**src/uepc_pkg.sv**
```systemverilog
// constants, commands and states of the eprom host controller
// assumes a 25 MHz core clock and the eprom wired straight to the pins
// Operation
// - program voltage raised before any pulse
// - address, data stable, then one strobe pulse
// - strobe pulse never exceeds the maximum width
// - strobe never held statically low while programming
// - exactly one pulse per programmed address
// - unpulsed part with voltage stays unprogrammed
// - verify samples after data valid delay
// - idle parts rest in standby, gate released
package uepc_pkg;
  localparam int ADDR_W = 12;
  localparam int DATA_W = 8;
  localparam int TMR_W = 21;
  localparam int CLK_PERIOD_NS = 40;
  // --------------------------------------------------------------------
  // timing in ns as printed, cycles derived
  // --------------------------------------------------------------------
  localparam int PULSE_NOM_NS = 50_000_000;
  localparam int PULSE_MAX_NS = 55_000_000;
  localparam int SETUP_NS = 2_000;
  localparam int HOLD_NS = 2_000;
  localparam int VPP_RECOVER_NS = 2_000;
  localparam int ADDRESS_TO_DATA_DELAY_NS = 450;
  localparam int VERIFY_DATA_VALID_DELAY_NS = 1_000;
  localparam int SYNC_CYCLES = 2;
  localparam int PULSE_NOM_CYCLES = PULSE_NOM_NS / CLK_PERIOD_NS;
  localparam int PULSE_MAX_CYCLES = PULSE_MAX_NS / CLK_PERIOD_NS;
  localparam int SETUP_CYCLES = (SETUP_NS + CLK_PERIOD_NS - 1) / CLK_PERIOD_NS;
  localparam int HOLD_CYCLES = (HOLD_NS + CLK_PERIOD_NS - 1) / CLK_PERIOD_NS;
  localparam int RECOVER_CYCLES = (VPP_RECOVER_NS + CLK_PERIOD_NS - 1) / CLK_PERIOD_NS;
  localparam int READ_CYCLES = (ADDRESS_TO_DATA_DELAY_NS + CLK_PERIOD_NS - 1) / CLK_PERIOD_NS + SYNC_CYCLES;
  localparam int VERIFY_CYCLES = (VERIFY_DATA_VALID_DELAY_NS + CLK_PERIOD_NS - 1) / CLK_PERIOD_NS + SYNC_CYCLES;
  localparam logic [ADDR_W-1:0] ADDR_RST = 12'h000;
  localparam logic [DATA_W-1:0] DATA_RST = 8'hFF;
  // --------------------------------------------------------------------
  // commands and states
  // --------------------------------------------------------------------
  typedef enum logic [1:0] {
    UEPC_OP_READ = 2'h0,
    UEPC_OP_PROGRAM = 2'h1,
    UEPC_OP_VERIFY = 2'h2
  } uepc_op_t;
  typedef enum logic [7:0] {
    ST_IDLE = 8'h01,
    ST_RD_WAIT = 8'h02,
    ST_PG_VPP = 8'h04,
    ST_PG_PULSE = 8'h08,
    ST_PG_HOLD = 8'h10,
    ST_VF_WAIT = 8'h20,
    ST_RECOVER = 8'h40,
    ST_SPARE = 8'h80
  } uepc_state_t;
endpackage

```
**src/uepc_timer_if.sv**
```systemverilog
// load and expiry signals between the controller and its phase timer
// assumes both ends run on the core clock
interface uepc_timer_if;
  logic load;
  logic [uepc_pkg::TMR_W-1:0] value;
  logic expired;
  modport ctrl (output load, output value, input expired);
  modport timer (input load, input value, output expired);
endinterface

```
**src/uepc_timer.sv**
```systemverilog
// down counter timing each phase of an eprom access
// assumes load is a one-cycle request from the controller
module uepc_timer (
  input wire logic clk_in,
  input wire logic rst_n_in,
  input wire logic clk_en_in,
  uepc_timer_if.timer tmr
);
  logic [uepc_pkg::TMR_W-1:0] count_q;
  always_ff @(posedge clk_in or negedge rst_n_in) begin
    if (!rst_n_in) begin
      count_q <= '0;
    end else if (clk_en_in) begin
      if (tmr.load) begin
        count_q <= tmr.value;
      end else if (count_q != '0) begin
        count_q <= count_q - 1'b1;
      end
    end
  end
  assign tmr.expired = (count_q == '0);
endmodule

```
**src/uepc_ctrl.sv**
```systemverilog
// host controller reading, programming and verifying a 4096 x 8 eprom
// assumes data pins resolved outside from data_oe_out; vpp_on_out switches the
// high programming voltage onto the output-gate pin
module uepc_ctrl #(
  parameter int PULSE_CYCLES = uepc_pkg::PULSE_NOM_CYCLES,
  parameter int PULSE_MAX = uepc_pkg::PULSE_MAX_CYCLES
) (
  input wire logic core_clk_in,
  input wire logic rst_n_in,
  input wire logic clk_en_in,
  input wire logic cmd_valid_in,
  input wire logic [1:0] cmd_op_in,
  input wire logic [uepc_pkg::ADDR_W-1:0] cmd_addr_in,
  input wire logic [uepc_pkg::DATA_W-1:0] cmd_data_in,
  output logic busy_out,
  output logic done_out,
  output logic [uepc_pkg::DATA_W-1:0] rdata_out,
  output logic verify_ok_out,
  output logic [uepc_pkg::ADDR_W-1:0] addr_out,
  output logic chip_select_program_strobe_n_out,
  output logic output_gate_n_out,
  output logic vpp_on_out,
  input wire logic [uepc_pkg::DATA_W-1:0] data_in,
  output logic [uepc_pkg::DATA_W-1:0] data_out,
  output logic data_oe_out
);
  logic rst_s1_q, rst_q;
  logic [uepc_pkg::DATA_W-1:0] data_s1_q, data_s2_q;
  uepc_pkg::uepc_state_t state_q, state_d;
  logic [1:0] op_q;
  logic [uepc_pkg::ADDR_W-1:0] addr_q;
  logic [uepc_pkg::DATA_W-1:0] wdata_q;
  logic [uepc_pkg::DATA_W-1:0] rdata_q;
  logic ok_q, busy_q, done_q, strobe_n_q, gate_n_q, vpp_q, data_oe_q;
  logic accept;
  uepc_timer_if tmr_if ();

  // --------------------------------------------------------------------
  // reset release and pin synchroniser
  // --------------------------------------------------------------------
  always_ff @(posedge core_clk_in or negedge rst_n_in) begin
    if (!rst_n_in) begin
      rst_s1_q <= 1'b0;
      rst_q <= 1'b0;
    end else if (clk_en_in) begin
      rst_s1_q <= 1'b1;
      rst_q <= rst_s1_q;
    end
  end

  always_ff @(posedge core_clk_in or negedge rst_q) begin
    if (!rst_q) begin
      data_s1_q <= uepc_pkg::DATA_RST;
      data_s2_q <= uepc_pkg::DATA_RST;
    end else if (clk_en_in) begin
      data_s1_q <= data_in;
      data_s2_q <= data_s1_q;
    end
  end

  uepc_timer u_timer (
    .clk_in(core_clk_in),
    .rst_n_in(rst_q),
    .clk_en_in(clk_en_in),
    .tmr(tmr_if.timer)
  );

  // --------------------------------------------------------------------
  // sequencing
  // --------------------------------------------------------------------
  assign accept = cmd_valid_in && (state_q == uepc_pkg::ST_IDLE) && (cmd_op_in != 2'h3);

  always_comb begin
    state_d = state_q;
    case (state_q)
      uepc_pkg::ST_IDLE: begin
        if (accept) begin
          case (cmd_op_in)
            uepc_pkg::UEPC_OP_READ: state_d = uepc_pkg::ST_RD_WAIT;
            uepc_pkg::UEPC_OP_PROGRAM: state_d = uepc_pkg::ST_PG_VPP;
            default: state_d = uepc_pkg::ST_VF_WAIT;
          endcase
        end
      end
      uepc_pkg::ST_RD_WAIT: if (tmr_if.expired) state_d = uepc_pkg::ST_IDLE;
      uepc_pkg::ST_PG_VPP: if (tmr_if.expired) state_d = uepc_pkg::ST_PG_PULSE;
      uepc_pkg::ST_PG_PULSE: if (tmr_if.expired) state_d = uepc_pkg::ST_PG_HOLD;
      uepc_pkg::ST_PG_HOLD: if (tmr_if.expired) state_d = uepc_pkg::ST_RECOVER;
      uepc_pkg::ST_VF_WAIT: if (tmr_if.expired) state_d = uepc_pkg::ST_IDLE;
      uepc_pkg::ST_RECOVER: if (tmr_if.expired) state_d = uepc_pkg::ST_IDLE;
      default: state_d = uepc_pkg::ST_IDLE;
    endcase
  end

  always_comb begin
    tmr_if.load = (state_d != state_q);
    case (state_d)
      uepc_pkg::ST_RD_WAIT: tmr_if.value = uepc_pkg::TMR_W'(uepc_pkg::READ_CYCLES - 1);
      uepc_pkg::ST_PG_VPP: tmr_if.value = uepc_pkg::TMR_W'(uepc_pkg::SETUP_CYCLES - 1);
      uepc_pkg::ST_PG_PULSE: tmr_if.value = uepc_pkg::TMR_W'(PULSE_CYCLES - 1);
      uepc_pkg::ST_PG_HOLD: tmr_if.value = uepc_pkg::TMR_W'(uepc_pkg::HOLD_CYCLES - 1);
      uepc_pkg::ST_VF_WAIT: tmr_if.value = uepc_pkg::TMR_W'(uepc_pkg::VERIFY_CYCLES - 1);
      uepc_pkg::ST_RECOVER: tmr_if.value = uepc_pkg::TMR_W'(uepc_pkg::RECOVER_CYCLES - 1);
      default: tmr_if.value = '0;
    endcase
  end

  always_ff @(posedge core_clk_in or negedge rst_q) begin
    if (!rst_q) begin
      state_q <= uepc_pkg::ST_IDLE;
    end else if (clk_en_in) begin
      state_q <= state_d;
    end
  end

  // --------------------------------------------------------------------
  // command capture and results
  // --------------------------------------------------------------------
  always_ff @(posedge core_clk_in or negedge rst_q) begin
    if (!rst_q) begin
      op_q <= 2'h0;
      addr_q <= uepc_pkg::ADDR_RST;
      wdata_q <= uepc_pkg::DATA_RST;
    end else if (clk_en_in && accept) begin
      op_q <= cmd_op_in;
      addr_q <= cmd_addr_in;
      wdata_q <= cmd_data_in;
    end
  end

  always_ff @(posedge core_clk_in or negedge rst_q) begin
    if (!rst_q) begin
      rdata_q <= uepc_pkg::DATA_RST;
      ok_q <= 1'b0;
      done_q <= 1'b0;
      busy_q <= 1'b0;
    end else if (clk_en_in) begin
      busy_q <= (state_d != uepc_pkg::ST_IDLE);
      done_q <= (state_q != uepc_pkg::ST_IDLE) && (state_d == uepc_pkg::ST_IDLE);
      if ((state_q == uepc_pkg::ST_RD_WAIT || state_q == uepc_pkg::ST_VF_WAIT) && tmr_if.expired) begin
        rdata_q <= data_s2_q;
        ok_q <= (data_s2_q == wdata_q);
      end
    end
  end

  // --------------------------------------------------------------------
  // pin drive
  // --------------------------------------------------------------------
  always_ff @(posedge core_clk_in or negedge rst_q) begin
    if (!rst_q) begin
      strobe_n_q <= 1'b1;
      gate_n_q <= 1'b1;
      vpp_q <= 1'b0;
      data_oe_q <= 1'b0;
    end else if (clk_en_in) begin
      // strobe low only in pulse or access phases, standby otherwise
      strobe_n_q <= !(state_d == uepc_pkg::ST_PG_PULSE || state_d == uepc_pkg::ST_RD_WAIT
                      || state_d == uepc_pkg::ST_VF_WAIT);
      gate_n_q <= !(state_d == uepc_pkg::ST_RD_WAIT || state_d == uepc_pkg::ST_VF_WAIT);
      vpp_q <= (state_d == uepc_pkg::ST_PG_VPP || state_d == uepc_pkg::ST_PG_PULSE
                || state_d == uepc_pkg::ST_PG_HOLD);
      data_oe_q <= (state_d == uepc_pkg::ST_PG_VPP || state_d == uepc_pkg::ST_PG_PULSE
                    || state_d == uepc_pkg::ST_PG_HOLD);
    end
  end

  assign busy_out = busy_q;
  assign done_out = done_q;
  assign rdata_out = rdata_q;
  assign verify_ok_out = ok_q;
  assign addr_out = addr_q;
  assign chip_select_program_strobe_n_out = strobe_n_q;
  assign output_gate_n_out = gate_n_q;
  assign vpp_on_out = vpp_q;
  assign data_out = wdata_q;
  assign data_oe_out = data_oe_q;

  // --------------------------------------------------------------------
  // checks
  // --------------------------------------------------------------------
  int unsigned low_len_q;
  logic [1:0] pulses_q;
  always_ff @(posedge core_clk_in or negedge rst_q) begin
    if (!rst_q) begin
      low_len_q <= 0;
      pulses_q <= 2'h0;
    end else if (clk_en_in) begin
      low_len_q <= strobe_n_q ? 0 : low_len_q + 1;
      if (accept) begin
        pulses_q <= 2'h0;
      end else if (!strobe_n_q && vpp_q && low_len_q == 0 && pulses_q != 2'h3) begin
        pulses_q <= pulses_q + 2'h1;
      end
    end
  end
endmodule

```
**config.mk**
```make
export PLATFORM = sky130hd
export DESIGN_NAME = uepc_ctrl
export DESIGN_NICKNAME = d
export VERILOG_FILES = /design/src/uepc_pkg.sv /design/src/uepc_timer_if.sv /design/src/uepc_timer.sv /design/src/uepc_ctrl.sv
export SDC_FILE = /design/constraint.sdc
export NUM_CORES = 1
export LEC_CHECK = 0
export CAP_MARGIN = 0
export CORE_MARGIN = 4
export CORE_UTILIZATION = 50
export CTS_BUF_LIST = sky130_fd_sc_hd__clkbuf_8
export DETAILED_ROUTE_END_ITERATION = 8
export DONT_BUFFER_PORTS = 1
export MAX_ROUTING_LAYER = met4
export PLACE_DENSITY = 0.67
export SYNTH_ARGS = -nofsm -noshare
export SYNTH_HDL_FRONTEND = slang
export SYNTH_HIERARCHICAL = 1
export SYNTH_SLANG_ARGS = --single-unit
```
**constraint.sdc**
```tcl
create_clock -name core_clk_in -period 2.9 [get_ports core_clk_in]
set_input_delay 0.29 -clock core_clk_in [delete_from_list [all_inputs] [get_ports core_clk_in]]
set_output_delay 0.29 -clock core_clk_in [all_outputs]
set_load 0.05 [all_outputs]
```
==> results of run 1 <==
[worst max path at each step]
stage,start,to,slack [ns],cells after the start
final,u_timer/count_q[0],rdata_out[6],-0.16,10
after global routing,u_timer/count_q[1],rdata_out[5],-0.22,10
after CTS,u_timer/count_q[14],u_timer/count_q[1],-0.09,12
after detailed placement,u_timer/count_q[1],u_timer/count_q[10],-0.11,13
after global placement,u_timer/count_q[17],u_timer/count_q[3],-0.03,12
after floorplan,u_timer/count_q[17],u_timer/count_q[1],-0.25,14
[registers in the layout, summed over array words and instances, names as in the netlist]
signal / count
rdata_out: 8
rst_q: 1
output_gate_n_out: 1
done_out: 1
u_timer/count_q: 21
data_out: 8
data_s1_q: 8
verify_ok_out: 1
addr_out: 12
state_q: 8
data_s2_q: 8
busy_out: 1
vpp_on_out: 1
chip_select_program_strobe_n_out: 1
rst_s1_q: 1
[per-layer routing]
| layer | routed length [um] | part of all wire | up-vias | GRT usage |
|---|---|---|---|---|
| met3 | 574 | 0.053 | 17 | 0.0505 |
| met4 | 201 | 0.018 | 0 | 0.0591 |
| met5 | 0 | 0 | - | - |
| met1 | 4570 | 0.42 | 1668 | 0.280 |
| met2 | 5530 | 0.51 | 116 | 0.354 |
| li1 | - | - | 1608 | - |
[Yosys cell counts (all sizes together), types with 5 or more instances]
master and instances:
a21oi 11, nand4 5, buf 8, nor2b 6
nor3 8, a22oi 13, mux2 46, nor2 27
inv 12, o22ai 6, xnor2 9, nand3 9
nand2 28, nor4 9, or4 7, dfstp 35
o21ai 23, dfrtp 46, clkbuf 16
[worst max-delay path, cell delays in order, from the launching register on]
cell and delay [ns]:
dfrtp_1 0.40, inv_2 0.08, ha_4 0.12, or4b_4 0.46
or4_4 0.55, inv_4 0.10, buf_12 0.11, buf_4 0.09
nand2_1 0.11, or4_4 0.64, mux2_4 0.33
[power by group through the flow]
stage | logic, uW | registers (uW) | clock network, uW
detailed placement | 2000 | 2460 | 0
floorplan | 1370 | 2400 | 0
global route | 2680 | 2480 | 851
CTS | 2230 | 2430 | 803
finish | 2460 | 2430 | 793
global placement | 1960 | 2440 | 0
[layout by cell type (no fill, tap or decap), types with 8 or more instances in the layout]
cell type and n:
nand2_1 25, nor2_1 25, dfrtp_1 45, clkbuf_8 10, mux2_2 38, buf_4 65, xnor2_1 9, nand3_1 8
mux2_4 8, o21ai_0 15, a22oi_1 12, dfstp_2 35, conb_1 8
[layout make-up]
class                   count  area, um^2  share of cell area
repair buffers             76         632               0.119
clock buffers              10         138              0.0259
flip-flops and latches     81        2070               0.390
multi-input cells         285        2230               0.419
well taps                 105         131              0.0247
clock inverters             6        50.0             0.00941
inverters                  14        62.6              0.0118
[through the flow]
stage	setup slack, ns	setup TNS (ns)	power, uW	area, um^2
6_report	-0.160	-1.01	5680	5320
5_1_grt	-0.225	-2.76	6010	5320
4_1_cts	-0.0866	-0.853	5460	5150
3_5_place_dp	-0.105	-0.533	4450	4790
3_3_place_gp	-0.0298	-0.124	4400	4790
2_1_floorplan	-0.249	-1.90	3780	4380
[kinds of logic after synthesis]
family | after synthesis | share of synthesized area
AND/OR/NAND/NOR | 115 | 0.147
AO/OA/AOI/OAI | 98 | 0.161
flip-flops | 81 | 0.484
multiplexers | 50 | 0.138
buffers and inverters | 38 | 0.0410
XOR/XNOR | 11 | 0.0225
adder cells (fa/ha/maj) | 2 | 0.00585
other | 1 | 0.000877
[what timing repair did]
| action | 4_1_cts | 5_1_grt |
|---|---|---|
| resized for setup | 19 | 26 |
| hold buffers | 1 | 0 |
| setup endpoints to repair | 16 | 30 |
| hold endpoints to repair | 2 | 0 |
| cloned | 0 | 1 |
| buffers inserted | 14 | 8 |
| pin swaps | 16 | 21 |
==> flow_metrics.env, run 1 <==
export IMPL_status="finished, violations left"
export IMPL_violations="negative setup slack"
export IMPL_pwr_share_clk=0.140
export IMPL_fin_crit_ns=3.06
export IMPL_worst_setup_path_type="reg2reg"
export IMPL_fin_ws_ns=-0.160
export IMPL_hold_viol=0
export IMPL_cts_tree="done"
export IMPL_finalCritPeriodShare=1.06
export IMPL_wl_per_cell_um=18.8
export IMPL_finalMaxSlewViolations=0
export IMPL_grt_first_pass_wirelength_mm=17.1
export IMPL_ys_async_sr_fraction=1.00
export IMPL_stdcell_count=577
export IMPL_cp_end_kind="flip-flop"
export IMPL_nFillCells=667
export IMPL_setup_violations=15
export IMPL_startpoint_type="flip-flop"
export IMPL_syn_area_um2=4280
export IMPL_yosys_warnings=6
export IMPL_syn_area_per_cell_um2=10.8
export IMPL_hold_depth=2
export IMPL_reg2reg_from="u_timer/count_q[0]"
export IMPL_grt_util_all_layers=0.220
export IMPL_fin_skew_ns=0.0129
export IMPL_max_cap_violations=0
export IMPL_worstMarginPinSlew_ns=0.917
export IMPL_die_w_um=100
export IMPL_sequentialPowerShare=0.428
export IMPL_path_max_fanout=7
export IMPL_synth_area_leaders="dfrtp_1 27%, dfstp_2 22%, mux2_2 10%"
export IMPL_worst_hold_path_type="in2reg"
export IMPL_ys_flop_type="dfrtp_1"
export IMPL_dieArea_um2=10100
export IMPL_root_buffer="clkbuf_8"
export IMPL_synth_edf_count=0
export IMPL_seq_area_frac_synth=0.484
export IMPL_synth_top_area_share=0.269
export IMPL_maxSlewHeadroom=0.389
export IMPL_drtIter0Drc=236
export IMPL_clockBufferDepth=2
export IMPL_hold_start="clk_en_in"
export IMPL_min_to="done_out"
export IMPL_gp_congestion=0.933
export IMPL_wl_mm=10.9
export IMPL_drc=0
export IMPL_initial_core_util=0.518
export IMPL_arrival_ns=3.34
export IMPL_critPathRequiredTime_ns=3.18
export IMPL_numCtsBuffers=9
export IMPL_drive_gt1_frac=0.464
export IMPL_r2r_end="rdata_out[6]"
export IMPL_clock_latency_ns=0.35
export IMPL_rsz0062_at_grt="yes"
export IMPL_netlist_instances=396
export IMPL_ir_drop_uv=614
export IMPL_p_int_uw=3170
export IMPL_leakagePower_uw=0.00222
export IMPL_h_tree_depth=3
export IMPL_antenna_found_initial=0
export IMPL_clkTransAtPathRegs_ns=0.09
export IMPL_rows=33
export IMPL_diodes=0
export IMPL_coreArea_um2=8260
export IMPL_via_per_inst=5.91
export IMPL_area_growth_pct=24.4
export IMPL_clock_sinks=81
export IMPL_comb_power_share=0.433
export IMPL_ios=69
export IMPL_portBuffers=0
export IMPL_grt_max_degree=49
export IMPL_fp_dieH_um=100
export IMPL_ys_types=64
export IMPL_grt_overflow_total=0
export IMPL_ys_ff_latch=81
export IMPL_grt_pass1_vias=3353
export IMPL_fin_nets=503
export IMPL_post_dp_hpwl_mm=7.40
export IMPL_power_density_nw_per_um2=1070
export IMPL_r2r_slack_ns=-0.16
export IMPL_final_util=0.644
export IMPL_route_vias_total=3409
export IMPL_drt_pass1_iter_count=4
export IMPL_yosys_area_top_type="dfrtp_1"
export IMPL_fmax_mhz=327
export IMPL_fin_hold_ws_ns=0.0690
export IMPL_place_inst=539
export IMPL_antenna_left=0
export IMPL_swShare=0.443
export IMPL_r2r_cells=10
export IMPL_power_switching_uw=2520
No activity file was read; power rests on OpenSTA's default activity.
==> inputs of run 2 (changes only) <==
CTS_CLUSTER_SIZE = 16   (was not set)
PLACE_DENSITY = 0.7   (was 0.67)
clock period = 2.8 ns   (was 2.9 ns; I/O delays follow)
==> flow_metrics.env, run 2 (synthesized netlist as in run 1, its figures left out) <==
export IMPL_status="finished, violations left"
export IMPL_violations="negative setup slack"
export IMPL_fin_skew_ns=0.00884
export IMPL_ios=69
export IMPL_setup_violations=22
export IMPL_worstMarginPinSlew_ns=0.902
export IMPL_fin_ws_ns=-0.154
export IMPL_wl_per_cell_um=18.7
export IMPL_antenna_found_initial=0
export IMPL_power_switching_uw=2610
export IMPL_drtIter0Drc=179
export IMPL_cp_end_kind="flip-flop"
export IMPL_worst_setup_path_type="reg2reg"
export IMPL_reg2reg_from="u_timer/count_q[1]"
export IMPL_drive_gt1_frac=0.467
export IMPL_hold_start="clk_en_in"
export IMPL_grt_overflow_total=0
export IMPL_place_area_um2=4800
export IMPL_dieArea_um2=10100
export IMPL_nFillCells=652
export IMPL_portBuffers=0
export IMPL_critPathRequiredTime_ns=3.07
export IMPL_largest_reg_flops=21
export IMPL_clkTransAtPathRegs_ns=0.09
export IMPL_leakagePower_uw=0.00225
export IMPL_hold_depth=1
export IMPL_clock_latency_ns=0.36
export IMPL_gp_congestion=0.883
export IMPL_numCtsBuffers=9
export IMPL_diodes=0
export IMPL_coreArea_um2=8260
export IMPL_initial_core_util=0.518
export IMPL_r2r_end="u_timer/count_q[9]"
export IMPL_layout_common_cells="59 x buf_4, 45 x dfrtp_1, 37 x mux2_2"
export IMPL_ir_drop_uv=549
export IMPL_fin_hold_ws_ns=0.0283
export IMPL_power_density_nw_per_um2=1100
export IMPL_drc=0
export IMPL_h_tree_depth=3
export IMPL_cts_tree="done"
export IMPL_maxSlewHeadroom=0.398
export IMPL_post_dp_hpwl_mm=7.40
export IMPL_rsz0062_at_grt="yes"
export IMPL_min_to="u_timer/count_q[10]"
export IMPL_fin_crit_ns=2.95
export IMPL_p_int_uw=3240
export IMPL_rows=33
export IMPL_via_per_inst=5.98
export IMPL_critical_path_slowest_cell="or4_4"
export IMPL_finalMaxSlewViolations=0
export IMPL_area_growth_pct=24.8
export IMPL_place_ws_ns=-0.202
export IMPL_final_common_cell="buf_4"
export IMPL_final_area_um2=5340
export IMPL_r2r_slack_ns=-0.15
export IMPL_root_buffer="clkbuf_8"
export IMPL_antenna_left=0
export IMPL_sequentialPowerShare=0.428
export IMPL_fp_dieH_um=100
export IMPL_comb_power_share=0.434
export IMPL_swShare=0.446
export IMPL_hold_viol=0
export IMPL_die_w_um=100
export IMPL_postCtsHoldBufs=1
export IMPL_r2r_cells=12
export IMPL_wl_mm=10.8
export IMPL_fmax_mhz=338
export IMPL_drt_pass1_iter_count=5
export IMPL_slowest_delay_ns=0.56
export IMPL_cp_common_cell="or4_4"
export IMPL_pwr_share_clk=0.137
export IMPL_final_util=0.646
export IMPL_crit_chain="inv_2 -> ha_1 -> or4b_4 -> or4_4 -> inv_4 -> inv_6 -> or4_4 -> a2bb2oi_4 -> nor2_4 -> buf_6 -> a32oi_1 -> o2bb2ai_1"
export IMPL_route_vias_total=3459
export IMPL_path_max_fanout=5
export IMPL_max_cap_violations=0
export IMPL_grt_first_pass_wirelength_mm=17.7
export IMPL_arrival_ns=3.22
export IMPL_finalCritPeriodShare=1.06
export IMPL_largest_register="u_timer/count_q"
export IMPL_grt_util_all_layers=0.227
export IMPL_worst_hold_path_type="in2reg"
export IMPL_grt_max_degree=49
export IMPL_fin_nets=504
export IMPL_startpoint_type="flip-flop"
export IMPL_clock_sinks=81
export IMPL_clockBufferDepth=2
export IMPL_grt_pass1_vias=3532
-- run 2: changes by cell type in the layout (fill, tap and decap cells not counted), sizes merged --
cell      delta
clkinv       +1
buf          +1
clkbuf       -1
clkinvlp     -3
inv          +3
-- run 2: critical path, delay by kind of cell, from the launching register on --
family | cells | cell delay [ns]
buf+inv | 4 | 0.36
compound gates | 3 | 0.38
simple gates | 4 | 1.60
flops | 1 | 0.40
fa+ha+maj | 1 | 0.13
-- run 2: cell type report --
type	instances	area, um^2	share of cell area
sequential	81	2070	0.389
multi-input combinational	285	2230	0.417
clock buffer	9	124	0.0232
inverter	14	62.6	0.0117
tap	105	131	0.0246
clock inverter	7	60.1	0.0113
timing repair buffer	77	657	0.123
-- run 2: power by group through the flow --
stage                     clock network (uW)  registers [uW]  logic, uW
after global routing                     881            2550       2750
after floorplan                            0            2490       1430
final                                    805            2510       2540
after CTS                                830            2510       2370
after detailed placement                   0            2530       2120
after global placement                     0            2510       2070
-- run 2: metal layers --
layer,part of all wire,vias to the layer above,track usage
met3,0.048,23,0.0318
li1,-,1605,-
met1,0.41,1710,0.278
met4,0.022,0,0.0705
met5,0,-,-
met2,0.52,121,0.389
-- run 2: stage by stage --
step	power (uW)	instances	TNS (ns)
after floorplan	3920	403	-4.33
after global placement	4590	542	-2.00
after detailed placement	4650	542	-3.33
after CTS	5710	571	-1.18
after global routing	6180	578	-4.37
final	5850	578	-2.08
-- run 2: worst max-delay path by stage --
stage / to / startpoint
after floorplan: u_timer/count_q[1] / u_timer/count_q[17]
after detailed placement: u_timer/count_q[3] / u_timer/count_q[16]
after global placement: u_timer/count_q[3] / u_timer/count_q[16]
after global routing: u_timer/count_q[9] / u_timer/count_q[17]
after CTS: u_timer/count_q[1] / u_timer/count_q[17]
final: u_timer/count_q[9] / u_timer/count_q[1]
-- run 2: timing repair --
item	CTS	global route
cloned	1	0
endpoints found under the hold margin	2	1
setup buffers	11	7
setup endpoints to repair	29	30
resized for setup	25	27
pin swaps	15	15
==> inputs of run 3 (changes only) <==
--- a/config.mk
+++ b/config.mk
@@ -6,7 +6,8 @@
 export NUM_CORES = 1
 export LEC_CHECK = 0
+export ABC_AREA = 1
 export CAP_MARGIN = 0
 export CORE_MARGIN = 4
-export CORE_UTILIZATION = 50
+export CORE_UTILIZATION = 55
 export CTS_BUF_LIST = sky130_fd_sc_hd__clkbuf_8
 export CTS_CLUSTER_SIZE = 16
@@ -14,5 +15,5 @@
 export DONT_BUFFER_PORTS = 1
 export MAX_ROUTING_LAYER = met4
-export PLACE_DENSITY = 0.7
+export PLACE_DENSITY = 0.75
 export SYNTH_ARGS = -nofsm -noshare
 export SYNTH_HDL_FRONTEND = slang
==> constraint.sdc (replaced) <==
create_clock -name core_clk_in -period 2.8 [get_ports core_clk_in]
set_input_delay 0.28 -clock core_clk_in [delete_from_list [all_inputs] [get_ports core_clk_in]]
set_output_delay 0.28 -clock core_clk_in [all_outputs]
set_load 0.1 [all_outputs]
==> flow_metrics.env, run 3 <==
export IMPL_drc=0
export IMPL_fp_dieH_um=100
export IMPL_ys_flop_type="dfrtp_1"
export IMPL_synth_edf_count=0
export IMPL_syn_area_per_cell_um2=7.80
export IMPL_clock_sinks=81
export IMPL_root_buffer="clkbuf_8"
export IMPL_fin_total_pwr_uw=5840
export IMPL_startpoint_type="flip-flop"
export IMPL_drive_gt1_frac=0.225
export IMPL_path_buf_inv=2
export IMPL_grt_util_all_layers=0.219
export IMPL_worstMarginPinSlew_ns=0.962
export IMPL_hold_viol=0
export IMPL_status="finished, final reports clean"
export IMPL_netlist_instances=602
export IMPL_power_density_nw_per_um2=1140
export IMPL_layout_common_cells="199 x nand2_1, 64 x nor2_1, 58 x inv_1"
export IMPL_die_w_um=100
export IMPL_synth_top_area_share=0.245
export IMPL_max_cap_violations=0
export IMPL_fin_skew_ns=0.0138
export IMPL_arrival_ns=2.84
export IMPL_antenna_found_initial=0
export IMPL_crit_start="u_timer/count_q[0]"
export IMPL_clkTransAtPathRegs_ns=0.09
export IMPL_ys_ff_latch=81
export IMPL_fin_nets=654
export IMPL_route_vias_total=3779
export IMPL_wl_per_cell_um=14.1
export IMPL_gp_congestion=0.892
export IMPL_slowest_delay_ns=0.43
export IMPL_clockBufferDepth=2
export IMPL_drtIter0Drc=209
export IMPL_clock_latency_ns=0.36
export IMPL_ys_async_sr_fraction=1.00
export IMPL_synth_area_leaders="dfrtp_1 25%, dfstp_2 20%, nand2_1 16%"
export IMPL_synth_most_common_cell="nand2_1"
export IMPL_fin_setup_tns_ns=0
export IMPL_largest_register="u_timer/count_q"
export IMPL_grt_overflow_total=0
export IMPL_reg2reg_from="u_timer/count_q[0]"
export IMPL_coreArea_um2=8260
export IMPL_cp_end_kind="flip-flop"
export IMPL_wl_mm=10.2
export IMPL_ir_drop_uv=479
export IMPL_final_common_cell="nand2_1"
export IMPL_portBuffers=0
export IMPL_maxSlewHeadroom=0.359
export IMPL_grt_max_degree=41
export IMPL_ys_types=39
export IMPL_rows=33
export IMPL_finalMaxSlewViolations=0
export IMPL_post_dp_hpwl_mm=7.18
export IMPL_fin_crit_ns=2.61
export IMPL_critPathRequiredTime_ns=3.03
export IMPL_grt_first_pass_wirelength_mm=17.1
export IMPL_crit_family="simple AND/OR/NAND/NOR gates"
export IMPL_path_max_fanout=10
export IMPL_area_growth_pct=8.80
export IMPL_setup_violations=0
export IMPL_critical_path_slowest_cell="dfrtp_1"
export IMPL_hold_start="clk_en_in"
export IMPL_worst_setup_path_type="reg2reg"
export IMPL_h_tree_depth=3
export IMPL_grt_pass1_vias=3623
export IMPL_initial_core_util=0.568
export IMPL_dieArea_um2=10100
export IMPL_numCtsBuffers=9
export IMPL_cts_post_setup_buffers_inserted=0
export IMPL_seq_area_frac_synth=0.441
export IMPL_antenna_left=0
export IMPL_via_per_inst=5.19
export IMPL_cp_common_cell="nand3_1"
export IMPL_finalCritPeriodShare=0.932
export IMPL_largest_reg_flops=21
export IMPL_syn_area_um2=4690
export IMPL_cts_tree="done"
export IMPL_worst_hold_path_type="in2reg"
export IMPL_synth_common_cells="199 x nand2_1, 64 x nor2_1, 58 x inv_1, 46 x dfrtp_1, 35 x dfstp_2"
export IMPL_yosys_area_top_type="dfrtp_1"
export IMPL_leakagePower_uw=0.00254
export IMPL_fmax_mhz=383
export IMPL_drt_pass1_iter_count=5
export IMPL_crit_chain="inv_1 -> ha_1 -> nand3_1 -> nor4_1 -> inv_1 -> nand3_1 -> nand2_1 -> nor2_4 -> nand3_1 -> a21oi_1 -> o21ai_0"
export IMPL_yosys_warnings=6
export IMPL_diodes=0
export IMPL_ios=69
-- run 3: final cells by class --
type | instances | area [um^2]
clock buffers | 9 | 124
clock inverters | 7 | 106
fillers | 746 | 3150
inverters | 69 | 262
multi-input cells | 441 | 2260
flip-flops and latches | 81 | 2080
well taps | 105 | 131
repair buffers | 16 | 150
-- run 3: path summary, 6_finish.rpt --
kind / to / slack [ns] / depth (start not counted)
worst max-delay path: u_timer/count_q[0] / 0.19 / 11
worst min-delay path: data_s1_q[5] / 0.01 / 2
worst max register to register: u_timer/count_q[0] / 0.19 / 11
worst min register to register: done_out / 0.27 / 0
max in group asynchronous: data_s2_q[6] / 1.74 / 1
min in group asynchronous: rst_q / 0.14 / 1
-- run 3: kinds of logic after synthesis --
group           Yosys count  share of synthesized area
xor+xnor                 11                     0.0205
other cells               1                   0.000799
compound gates           67                     0.0957
buf+inv                  87                     0.0842
mux                       3                    0.00640
flops                    81                      0.441
fa+ha+maj                 2                    0.00533
simple gates            350                      0.346
-- run 3: per-stage QoR --
| step | utilization | worst slack (ns) | instances | hold WS [ns] | area, um^2 |
|---|---|---|---|---|---|
| final | 0.618 | 0.191 | 728 | 0.0108 | 5110 |
| after global routing | 0.618 | -0.00824 | 728 | 0.00162 | 5110 |
| after CTS | 0.614 | 0.145 | 725 | 0.00224 | 5070 |
| after detailed placement | 0.575 | 0.181 | 700 | -0.0155 | 4750 |
| after global placement | 0.575 | 0.285 | 700 | -0.0155 | 4750 |
| after floorplan | - | 0.00821 | 609 | -0.0156 | 4720 |
-- run 3: timing repair --
action / 4_1_cts / 5_1_grt
hold buffers: 9 / 3
gates resized for setup: 0 / 3
endpoints found under the setup margin: 0 / 21
hold endpoints to repair: 18 / 3
-- run 3: routing by layer --
metal	part of all wire	wire length (um)	vias up	track usage
met5	0	0	-	-
met4	0.020	207	0	0.0736
met3	0.072	741	21	0.0577
met2	0.47	4800	118	0.348
met1	0.44	4490	1750	0.272
li1	-	-	1890	-
-- run 3: report_power, final --
| group | switching (uW) | internal (uW) | total (uW) |
|---|---|---|---|
| Clock | 481 | 520 | 1000 |
| Sequential | 1640 | 1550 | 3200 |
| Combinational | 1030 | 612 | 1650 |
-- run 3: worst register-to-register path, delay by kind of cell (launching register included) --
family / cells / cell delay [ns]
AOI/OAI and AO/OA: 2 / 0.24
buffers and inverters: 2 / 0.34
DFF: 1 / 0.43
and+or+nand+nor: 6 / 1.30
adders and majority gates: 1 / 0.18
